==> src/pkg/wdog_pkg.sv <==
// Purpose: constants shared by the watchdog and reset-cause block
// Assumes: 8-bit data registers, 16-bit data-space addresses
// Notes: i/o-instruction addresses are data-space offsets less a fixed bias
package wdog_pkg;

	// ----------------------------------------------------------------
	// register addresses
	// ----------------------------------------------------------------
	localparam logic [15:0] CAUSE_DS_ADDR = 16'h0054;
	localparam logic [15:0] IO_SPACE_BIAS = 16'h0020;
	localparam logic [15:0] CAUSE_IO_ADDR = CAUSE_DS_ADDR - IO_SPACE_BIAS;
	localparam logic [15:0] CTRL_DS_ADDR = 16'h0060;

	// ----------------------------------------------------------------
	// reset_cause_flags fields
	// ----------------------------------------------------------------
	localparam int TEST_PORT_BIT = 4;
	localparam int DOG_BIT = 3;
	localparam int BROWNOUT_BIT = 2;
	localparam int PIN_BIT = 1;
	localparam int POWER_ON_BIT = 0;
	localparam int CAUSE_BITS = 5;
	localparam logic [4:0] CAUSE_RESET = 5'h00;

	// ----------------------------------------------------------------
	// watchdog_control fields
	// ----------------------------------------------------------------
	localparam int IRQ_FLAG_BIT = 7;
	localparam int IRQ_EN_BIT = 6;
	localparam int PRESCALE_HI_BIT = 5;
	localparam int UNLOCK_BIT = 4;
	localparam int RESET_EN_BIT = 3;
	localparam int PRESCALE_LO_MSB = 2;
	localparam logic [7:0] CTRL_RESET = 8'h00;
	localparam logic [3:0] PRESCALE_RESET = 4'h0;
	localparam logic [3:0] PRESCALE_MAX_CODE = 4'h9;

	// ----------------------------------------------------------------
	// timing
	// ----------------------------------------------------------------
	localparam int UNLOCK_CYCLES = 4;
	localparam logic [1:0] UNLOCK_LAST = 2'(UNLOCK_CYCLES - 1);
	localparam int DOG_OSC_KHZ = 128;
	localparam int BASE_TIMEOUT_MS = 16;
	localparam int BASE_OSC_CYCLES = BASE_TIMEOUT_MS * DOG_OSC_KHZ;
	localparam int DOG_COUNT_W = 21;

endpackage

==> src/rtl/dog_counter.sv <==
// Purpose: counts watchdog oscillator periods and flags a timeout
// Assumes: osc_level is synchronous to clock and far slower than it
// Notes: a shrinking limit below the count times out on the next tick
`timescale 1ns/1ps
module dog_counter
	import wdog_pkg::*;
#(
	parameter int CW = DOG_COUNT_W
)
(
	// clock and reset
	input wire logic clock,
	input wire logic rst,
	// control
	input wire logic osc_level,
	input wire logic clear,
	input wire logic [CW-1:0] limit,
	// result
	output logic timeout
);

	typedef struct packed
	{
		logic osc_prev;
		logic [CW-1:0] count;
		logic timeout;
	} cnt_state_t;

	cnt_state_t st;
	cnt_state_t next_st;
	logic tick;

	assign tick = osc_level && !st.osc_prev;
	assign timeout = st.timeout;

	always_comb
	begin
		next_st = st;
		next_st.osc_prev = osc_level;
		next_st.timeout = 1'b0;
		if (clear)
		begin
			next_st.count = '0;
		end
		else if (tick)
		begin
			if (st.count >= limit - CW'(1))
			begin
				next_st.count = '0;
				next_st.timeout = 1'b1;
			end
			else
			begin
				next_st.count = st.count + CW'(1);
			end
		end
	end

	always_ff @(posedge clock)
	begin
		if (rst)
		begin
			st <= '0;
		end
		else
		begin
			st <= next_st;
		end
	end

endmodule

==> src/rtl/wdog_reset_flags.sv <==
// Purpose: watchdog control and reset-cause flags of a small controller
// Assumes: RST is the power-on reset; other resets arrive as one-cycle pulses
// Notes: registers reached by load/store (data space) or short i/o access
// Function
// - test-port reset sets its flag; power-on or writing zero clears it
// - watchdog system reset sets its flag; power-on or writing zero clears it
// - brown-out reset sets its flag; power-on or writing zero clears it
// - external pin reset sets its flag; power-on or writing zero clears it
// - power-on sets its flag; only a software zero write clears it
// - reset-cause register at data offset 0x54 and i/o address 0x34
// - watchdog control at data offset 0x60, data-space access only
// - timeout sets interrupt flag; vector or writing one clears it
// - interrupt taken only with global enable, local enable and pending flag
// - reset-enable and interrupt-enable bits select stopped, irq, reset, both
// - programmed always-on fuse forces system reset mode
// - combined mode: vector clears enable and flag, leaving reset mode
// - combined mode: second timeout before vector gives system reset
// - clearing reset-enable or changing prescale needs unlock; unlock lasts four cycles
// - reset-enable held at one while watchdog reset flag is set
// - prescale codes 0 to 9 give 2048 doubling to 1048576 oscillator cycles
// - watchdog counts a separate 128 kHz oscillator
// - restart instruction returns the counter to zero
// - timeout in reset mode gives a one-cycle system reset pulse
`timescale 1ns/1ps
module wdog_reset_flags
	import wdog_pkg::*;
#(
	parameter int DOG_BASE_CYCLES = BASE_OSC_CYCLES
)
(
	// clock and reset
	input wire logic CLOCK,
	input wire logic RST,
	// register access
	input wire logic [15:0] ADDR,
	input wire logic IO_SPACE,
	input wire logic WRITE,
	input wire logic READ,
	input wire logic [7:0] WDATA,
	output logic [7:0] RDATA,
	// reset sources
	input wire logic PIN_RESET,
	input wire logic BROWNOUT_RESET,
	input wire logic TEST_PORT_RESET,
	// watchdog inputs
	input wire logic OSC_128K,
	input wire logic RESTART,
	input wire logic ALWAYS_ON_FUSE_N,
	input wire logic GLOBAL_IRQ_EN,
	input wire logic VECTOR_ACK,
	// watchdog outputs
	output logic IRQ_REQ,
	output logic SYS_RESET
);

	// ----------------------------------------------------------------
	// state
	// ----------------------------------------------------------------
	typedef struct packed
	{
		logic [CAUSE_BITS-1:0] cause;
		logic irq_flag;
		logic irq_enable;
		logic unlock;
		logic [1:0] unlock_count;
		logic timeout_reset_enable;
		logic [3:0] prescale;
		logic sys_reset;
		logic [7:0] rdata;
	} wdog_state_t;

	wdog_state_t st;
	wdog_state_t next_st;

	logic fuse_prog;
	logic eff_wde;
	logic eff_ie;
	logic dog_on;
	logic dog_timeout;
	logic do_reset;
	logic set_irq;
	logic sys_evt;
	logic wr_cause;
	logic wr_ctrl;
	logic rd_cause;
	logic rd_ctrl;
	logic [7:0] ctrl_view;
	logic [DOG_COUNT_W-1:0] limit;

	// ----------------------------------------------------------------
	// helpers
	// ----------------------------------------------------------------
	function automatic logic hits_cause(input logic io, input logic [15:0] addr);
		return io ? (addr == CAUSE_IO_ADDR) : (addr == CAUSE_DS_ADDR);
	endfunction

	function automatic logic hits_ctrl(input logic io, input logic [15:0] addr);
		return !io && (addr == CTRL_DS_ADDR);
	endfunction

	function automatic logic [DOG_COUNT_W-1:0] timeout_cycles(input logic [3:0] code);
		logic [3:0] sel;
		sel = (code > PRESCALE_MAX_CODE) ? PRESCALE_MAX_CODE : code;
		return DOG_COUNT_W'(DOG_BASE_CYCLES) << sel;
	endfunction

	// ----------------------------------------------------------------
	// decode and mode
	// ----------------------------------------------------------------
	assign wr_cause = WRITE && hits_cause(IO_SPACE, ADDR);
	assign wr_ctrl = WRITE && hits_ctrl(IO_SPACE, ADDR);
	assign rd_cause = READ && hits_cause(IO_SPACE, ADDR);
	assign rd_ctrl = READ && hits_ctrl(IO_SPACE, ADDR);

	assign fuse_prog = !ALWAYS_ON_FUSE_N;
	// reset enable forced by the fuse or a pending watchdog reset flag
	assign eff_wde = st.timeout_reset_enable || st.cause[DOG_BIT] || fuse_prog;
	assign eff_ie = st.irq_enable && !fuse_prog;
	assign dog_on = eff_wde || eff_ie;
	// combined mode resets only when the earlier interrupt is still pending
	assign do_reset = dog_timeout && eff_wde && (!eff_ie || st.irq_flag);
	assign set_irq = dog_timeout && eff_ie && !do_reset;
	assign sys_evt = PIN_RESET || BROWNOUT_RESET || TEST_PORT_RESET || st.sys_reset;
	assign limit = timeout_cycles(st.prescale);

	assign ctrl_view = {st.irq_flag, eff_ie, st.prescale[3], st.unlock, eff_wde,
		st.prescale[PRESCALE_LO_MSB:0]};

	assign IRQ_REQ = GLOBAL_IRQ_EN && eff_ie && st.irq_flag;
	assign SYS_RESET = st.sys_reset;
	assign RDATA = st.rdata;

	// ----------------------------------------------------------------
	// oscillator counter
	// ----------------------------------------------------------------
	dog_counter #(
		.CW(DOG_COUNT_W)
	) dog_counter_i (
		.clock(CLOCK),
		.rst(RST),
		.osc_level(OSC_128K),
		.clear(RESTART || sys_evt || !dog_on),
		.limit(limit),
		.timeout(dog_timeout)
	);

	// ----------------------------------------------------------------
	// next state
	// ----------------------------------------------------------------
	always_comb
	begin
		next_st = st;

		// reset cause: a zero write clears, a one write keeps, events win
		if (wr_cause)
		begin
			next_st.cause = st.cause & WDATA[CAUSE_BITS-1:0];
		end
		next_st.cause[TEST_PORT_BIT] = next_st.cause[TEST_PORT_BIT] || TEST_PORT_RESET;
		next_st.cause[DOG_BIT] = next_st.cause[DOG_BIT] || do_reset;
		next_st.cause[BROWNOUT_BIT] = next_st.cause[BROWNOUT_BIT] || BROWNOUT_RESET;
		next_st.cause[PIN_BIT] = next_st.cause[PIN_BIT] || PIN_RESET;

		// unlock window countdown
		if (st.unlock)
		begin
			if (st.unlock_count == 2'h0)
			begin
				next_st.unlock = 1'b0;
			end
			else
			begin
				next_st.unlock_count = st.unlock_count - 2'h1;
			end
		end

		// control writes
		if (wr_ctrl)
		begin
			next_st.irq_enable = WDATA[IRQ_EN_BIT];
			if (WDATA[UNLOCK_BIT] && WDATA[RESET_EN_BIT] && !st.unlock)
			begin
				next_st.unlock = 1'b1;
				next_st.unlock_count = UNLOCK_LAST;
				next_st.timeout_reset_enable = 1'b1;
			end
			else if (st.unlock)
			begin
				next_st.timeout_reset_enable = WDATA[RESET_EN_BIT];
				next_st.prescale = {WDATA[PRESCALE_HI_BIT], WDATA[PRESCALE_LO_MSB:0]};
			end
			else
			begin
				next_st.timeout_reset_enable = st.timeout_reset_enable || WDATA[RESET_EN_BIT];
			end
		end

		// vector in combined mode drops the enable, leaving reset mode
		if (VECTOR_ACK && eff_wde)
		begin
			next_st.irq_enable = 1'b0;
		end

		// interrupt flag: timeout sets, vector or a one write clears
		next_st.irq_flag = set_irq ||
			(st.irq_flag && !VECTOR_ACK && !(wr_ctrl && WDATA[IRQ_FLAG_BIT]));

		// a chip reset returns the control register to its reset value
		if (sys_evt)
		begin
			next_st.irq_flag = CTRL_RESET[IRQ_FLAG_BIT];
			next_st.irq_enable = CTRL_RESET[IRQ_EN_BIT];
			next_st.unlock = CTRL_RESET[UNLOCK_BIT];
			next_st.unlock_count = 2'h0;
			next_st.timeout_reset_enable = CTRL_RESET[RESET_EN_BIT];
			next_st.prescale = PRESCALE_RESET;
		end

		next_st.sys_reset = do_reset;

		// read data
		if (rd_cause)
		begin
			next_st.rdata = {3'h0, st.cause};
		end
		else if (rd_ctrl)
		begin
			next_st.rdata = ctrl_view;
		end
		else if (READ)
		begin
			next_st.rdata = 8'h00;
		end
	end

	// ----------------------------------------------------------------
	// registers
	// ----------------------------------------------------------------
	always_ff @(posedge CLOCK)
	begin
		if (RST)
		begin
			st <= '0;
			st.cause <= CAUSE_RESET | CAUSE_BITS'(1 << POWER_ON_BIT);
			st.rdata <= 8'h00;
		end
		else
		begin
			st <= next_st;
		end
	end
endmodule

==> config.mk <==
export PLATFORM = sky130hd
export DESIGN_NAME = wdog_reset_flags
export DESIGN_NICKNAME = d
export VERILOG_FILES = /design/src/pkg/wdog_pkg.sv /design/src/rtl/dog_counter.sv /design/src/rtl/wdog_reset_flags.sv
export SDC_FILE = /design/constraint.sdc
export NUM_CORES = 1
export LEC_CHECK = 0
export BUFFER_PORTS_ARGS = -buffer_cell sky130_fd_sc_hd__buf_2
export CORE_MARGIN = 3
export CORE_UTILIZATION = 35
export CTS_BUF_LIST = sky130_fd_sc_hd__clkbuf_8
export DETAILED_ROUTE_END_ITERATION = 6
export PLACE_DENSITY_LB_ADDON = 0.15
export SKIP_CTS_REPAIR_TIMING = 1
export SLEW_MARGIN = 20
export SYNTH_ARGS = -nofsm -noshare
export SYNTH_HDL_FRONTEND = slang
export SYNTH_HIERARCHICAL = 1
export SYNTH_SLANG_ARGS = --single-unit
==> constraint.sdc <==
create_clock -name CLOCK -period 3.7 [get_ports CLOCK]
set_input_delay 0.74 -clock CLOCK [delete_from_list [all_inputs] [get_ports CLOCK]]
set_output_delay 0.74 -clock CLOCK [all_outputs]
set_load 0.03 [all_outputs]
* Yosys cells after proc, flatten, opt, wreduce, memory -nomap -nowiden *
Index checks and enable logic that the tools add are counted.

word-level totals
  bits of input ports = 37
  word-level logic and storage cells = 95
  output and inout bits = 10
  bits in registers = 47

cells by class
  order comparisons = 2
  eq/ne operators = 3
  multiplexer cells = 17
  reductions and logical operators = 52
  bitwise gates (word level) = 3
  add/subtract/negate cells = 3
  shifts and indexed selects = 1

operators by type and width
  operator                                                              count
  16-bit by 7-bit == test with 1-bit output, second input constant      2
  8-bit 2-to-1 mux                                                      3
  21-bit by 1-bit adder with 21-bit output, second input constant       1
  21-bit >= comparator                                                  1
  21-bit 2-to-1 mux                                                     1
  12-bit by 4-bit left shift with 21-bit output, first input constant   1
  21-bit by 1-bit subtractor with 21-bit output, second input constant  1
  1-bit logical AND                                                     19
  16-bit by 6-bit == test with 1-bit output, second input constant      1
  1-bit logical OR                                                      15
  4-bit 2-to-1 mux                                                      3
  5-bit 2-to-1 mux                                                      2
  1-bit logical NOT                                                     9
  3-bit 2-to-1 mux                                                      2
  2-bit OR reduction                                                    3
  3-bit OR reduction                                                    2
  5-bit bitwise AND                                                     1
  1-bit 2-to-1 mux                                                      5
  4-bit > comparator, second input constant                             1
  3-bit AND reduction                                                   1
  3-bit nonzero test                                                    1
  2-bit logical NOT                                                     1
  2-bit 2-to-1 mux                                                      1
  1-bit NOT                                                             2
  2 further kinds                                                       2

* Depth between registers and ports, before layout *
  word-level depth = 7
  gate-level depth with buffers = 15
  depth with buffers taken out = 14

* By module *
The synthesis kept the hierarchy.

by module, submodules not included
  module            sequential area each (µm²)  area each (µm²)  times used  cells an instance
  dog_counter       460.4                       1,786.7          1           220
  wdog_reset_flags  480.5                       1,283.7          1           165

* Worst setup path after synthesis *
OpenSTA, ideal clock, no wires.

  path kind = flip-flop to flip-flop
  start = register st, in the netlist ctrl_view[5]
  end = register dog_counter_i/st[14] in the netlist's numbering
  buffers on the path = 2
  slack = 0.034 ns
  library setup time = 0.128 ns
  stages on the path, launching flop included = 14
  arrival = 3.539 ns
  period minus slack after synthesis = 3.666 ns
  required time = 3.572 ns
  path through = dfxtp_1 clkbuf_1 nor4_1 or4_1 or3_4 nor4_1 xnor2_1 ha_1 nand4_1 nor4_1 nand2_1 a31oi_1 clkbuf_1 nor2_1

between the ends
  longest elaborated chain between the ends = 6

RTL lines
  element                                            RTL line                 RTL
  start: declaration                                 wdog_reset_flags.sv:72   wdog_state_t st;
  start signal: assignment                           wdog_reset_flags.sv:249  st <= next_st;
  4-bit > comparator                                 wdog_reset_flags.sv:103  sel = (code > PRESCALE_MAX_CODE) ? PRESCALE_MAX_CODE : code;
  4-bit 2-to-1 mux (*)                               wdog_reset_flags.sv:103
  12-bit by 4-bit left shift with 21-bit output (*)  wdog_reset_flags.sv:104  return DOG_COUNT_W'(DOG_BASE_CYCLES) << sel;
  net limit[11]                                      wdog_reset_flags.sv:88   logic [DOG_COUNT_W-1:0] limit;
  21-bit by 1-bit subtractor with 21-bit output (*)  dog_counter.sv:47        if (st.count >= limit - CW'(1))
  21-bit >= comparator (*)                           dog_counter.sv:47
  21-bit 2-to-1 mux (*)                              dog_counter.sv:47
  end signal: assignment                             dog_counter.sv:67        st <= next_st;
  end: declaration                                   dog_counter.sv:29        cnt_state_t st;

Mark *: on every way through the listed nets, which the timed path passes. The rest lies on a longest branch.
A chain may end at the register's enable or synchronous reset.

* Worst setup path after layout *
  start = register st, in the netlist ctrl_view[5]
  end = register dog_counter_i/st[11] in the netlist's numbering

The elaborated chain is that of the path after synthesis.

==> impl_results.md <==
- Initial DRC Count: slightly above 90
- Clock Path Buffers: 2
- RSZ-0062 raised after global routing: false
- Mapped Cells: 385
- Die ar.: about 9900 µm²
- Multi-input logic area: between 2000 and 2500 µm²
- Clock Latency Late Sink: 0.30 ns
- First-pass GRT wire length: approximately 12,000 µm
- Routed Antenna Nets: 0
- Slew Limit Fails: 0
- GPL Wtd Cong: between 0.8 and 0.9
- Setup_tns: 0 ns
- Ys Warns: 6
- Initial core utilization: a little over a third
- Crit path launch type: register
- Vias per cell: about 5.0
- Core area: between 8000 and 9000 µm²
- Layout Utilization: between 40% and 50%
- DR pass1 iterations: 4
- Top routing layer in use: met4
- Worst setup EP type: register
- DR WL met2: approximately 3400 µm
- Kind of critical path: reg2reg
- Yosys cell types: 47
- Post-synth EDFFs: 0
- Final worst-path cycle share: around nine tenths
- Status: completed
- Clock-pin slew on the worst setup and hold paths: 0.09 ns
- Largest net degree at the start of global routing: 19
- Dpl hpwl: about 5800 µm
- Clock Sinks: 47
- Clk_skew: between 0.007 and 0.008 ns
- Post-synth top flop: dfxtp_1
- WL/cell: approximately 13 µm
- Diode count: 0
- Htree depth: 2
- LEAKAGE: 1.43 nW
- HP Class: reg2reg
- Grt ovf: 0
- Min Clock Period, post-route: ~3.4 ns
- Vias in the first global route: about 2,700
- Wire length on met3: 333 µm
- Port-buffer cells: 46
- Tot GR Track Use: 14.9%
- Reg area: between 900 and 1000 µm²
- CTS tree: yes
- Syn avg cell area: 7.98 µm²
- Die Y: 99.7 µm
- Initial antenna violation count: 0
- Crit path max fanout: 15
- DRC errors left: 0
- Met1 WL: roughly 3400 µm
- Final nets: about 520
- Rows: 33
- Actual slew at the worst max-slew pin: 0.710 ns
- Share of async-settable or async-resettable flops after synthesis: 0%
- Die Wd: 99.7 µm
- Fmax achieved: 295 MHz
- Max IR drop VDD: ~0.11 mV
- Worst Path Arrival: approximately 3.6 ns
- # IOs: 47
- Post-Route WL: between 7000 and 8000 µm
- Syn Std Cell Area: between 3000 and 4000 µm²
- Area delta synth->final: 18.4%
- Min Hold Slack: 0.469 ns
- Power Dens Cells: 247 nW/µm²
- Fillers: 889
- Cts bufs inserted: 5
- Final setup violation count: 0
- Vias: 2,849
- Sequential fraction of the synthesis area: a little under a third
- Ordered cell list for the critical path: nor4_1, or4_1, or3_4, nor4_2, xnor2_1, ha_1, nand4_1, nor4_2, nand2_1, a31oi_1, buf_4, nor2_1
- Max_cap viols: 0
- CP max-delay cell: or4_1
- Flops & latches, synth: 47
- Clock root cell: clkbuf_8
- Hold Fails Final Rpt: 0
- Critical path required time: approximately 3.9 ns
- Crit-path max cell delay: approximately 0.57 ns
- Layout cell share with drive strength beyond 1: between 10% and 20%
- Worst rel slew slack: between 50% and 60%
- Worst path most repeated cell: nor4_2
[stage by stage]
stage          worst slack, ns  std cells  total power [mW]  instance area [µm²]
2_1_floorplan           0.0335        420             0.572                 3200
3_3_place_gp             0.219        562             0.602                 3530
3_5_place_dp             0.104        562             0.603                 3530
4_1_cts                 0.0855        570             0.907                 3610
5_1_grt                 0.0257        570             0.939                 3640
6_report                 0.307        570             0.897                 3640
[power breakdown]
| group | switching, mW | internal [mW] | total (mW) |
|---|---|---|---|
| sequential | 0.00237 | 0.510 | 0.512 |
| combinational | 0.0459 | 0.0349 | 0.0807 |
| clock | 0.174 | 0.130 | 0.304 |
[layout make-up]
type	instances	area share (%)
Multi-Input combinational cell	343	58.9
Sequential cell	47	25.9
Timing Repair Buffer	53	7.78
Tap cell	105	3.61
Clock buffer	5	1.89
Inverter	14	1.45
Clock inverter	3	0.447
[layer usage]
| metal | global-route usage (%) | vias up |
|---|---|---|
| li1 | - | 1508 |
| met1 | 19.8 | 1288 |
| met2 | 25.0 | 45 |
| met3 | 2.38 | 8 |
| met4 | 4.10 | 0 |
| met5 | 0 | - |
[sequential cells by signal (all words and copies together) (netlist names)]
register               flops
ctrl_view                  6
RDATA                      8
st                         9
dog_counter_i/timeout      1
SYS_RESET                  1
dog_counter_i/st          22
[path summary, 6_finish.rpt]
check | cells after the start | from | endpoint | slack, ns
max | 12 | ctrl_view[5] | dog_counter_i/st[11] | 0.31
min | 2 | RDATA[6] | RDATA[6] | 0.47
max reg2reg | 12 | ctrl_view[5] | dog_counter_i/st[11] | 0.31
min reg2reg | 2 | RDATA[6] | RDATA[6] | 0.47
[critical path, delay by kind of cell, from the launching register on]
| family | cells | cell delay, ns |
|---|---|---|
| buffers and inverters | 1 | 0.22 |
| adder cells (fa/ha/maj) | 1 | 0.30 |
| AO/OA/AOI/OAI | 1 | 0.18 |
| XOR/XNOR | 1 | 0.10 |
| flip-flops | 1 | 0.47 |
| AND/OR/NAND/NOR | 8 | 2.00 |
[synthesized netlist by cell type, drive strengths merged, types with 2 or more instances]
cell,n,area [µm²]
o22ai,2,12.5
nand2,26,97.6
o21ai,14,70.1
o211ai,3,22.5
xnor2,22,193
nand2b,10,62.6
buf,8,60.1
a21oi,23,115
clkbuf,8,30.0
nor2,50,188
or4,11,98.8
xor2,11,96.3
or3,6,57.6
nand3b,3,22.5
nor4,8,56.3
nand4,13,81.3
a211oi,4,30.0
dfxtp,47,941
o21a,5,37.5
ha,23,288
and2,3,18.8
inv,14,52.6
a311oi,5,43.8
nor3,18,90.1
nor2b,4,25.0
and3,5,31.3
nand3,22,110
a31oi,3,18.8
[placed cells by master (no fill, tap or decap), drive strengths merged, types with 6 or more instances in the layout]
cell,Yosys,final
nor3,18,18
conb,1,36
nand3,22,22
buf,8,53
or3,6,6
nor2,50,50
nand2,26,26
or4,11,11
nand2b,10,10
xor2,11,11
nand4,13,13
o21ai,14,14
inv,14,15
dfxtp,47,47
xnor2,22,22
a21oi,23,23
ha,23,23
nor4,8,8
[cells by family (layout without fill, tap and decap cells)]
| logic type | count (synthesis) | count (layout) | share of synthesized area (%) |
|---|---|---|---|
| xor gates and xnor gates | 33 | 33 | 9.41 |
| and+or+nand+nor | 183 | 183 | 31.8 |
| other | 1 | 36 | 0.122 |
| DFF | 47 | 47 | 30.6 |
| AOI/OAI and AO/OA | 68 | 68 | 14.0 |
| buffers and inverters | 30 | 75 | 4.65 |
| adders and majority gates | 23 | 23 | 9.37 |
No activity file was read; power rests on OpenSTA's default activity.
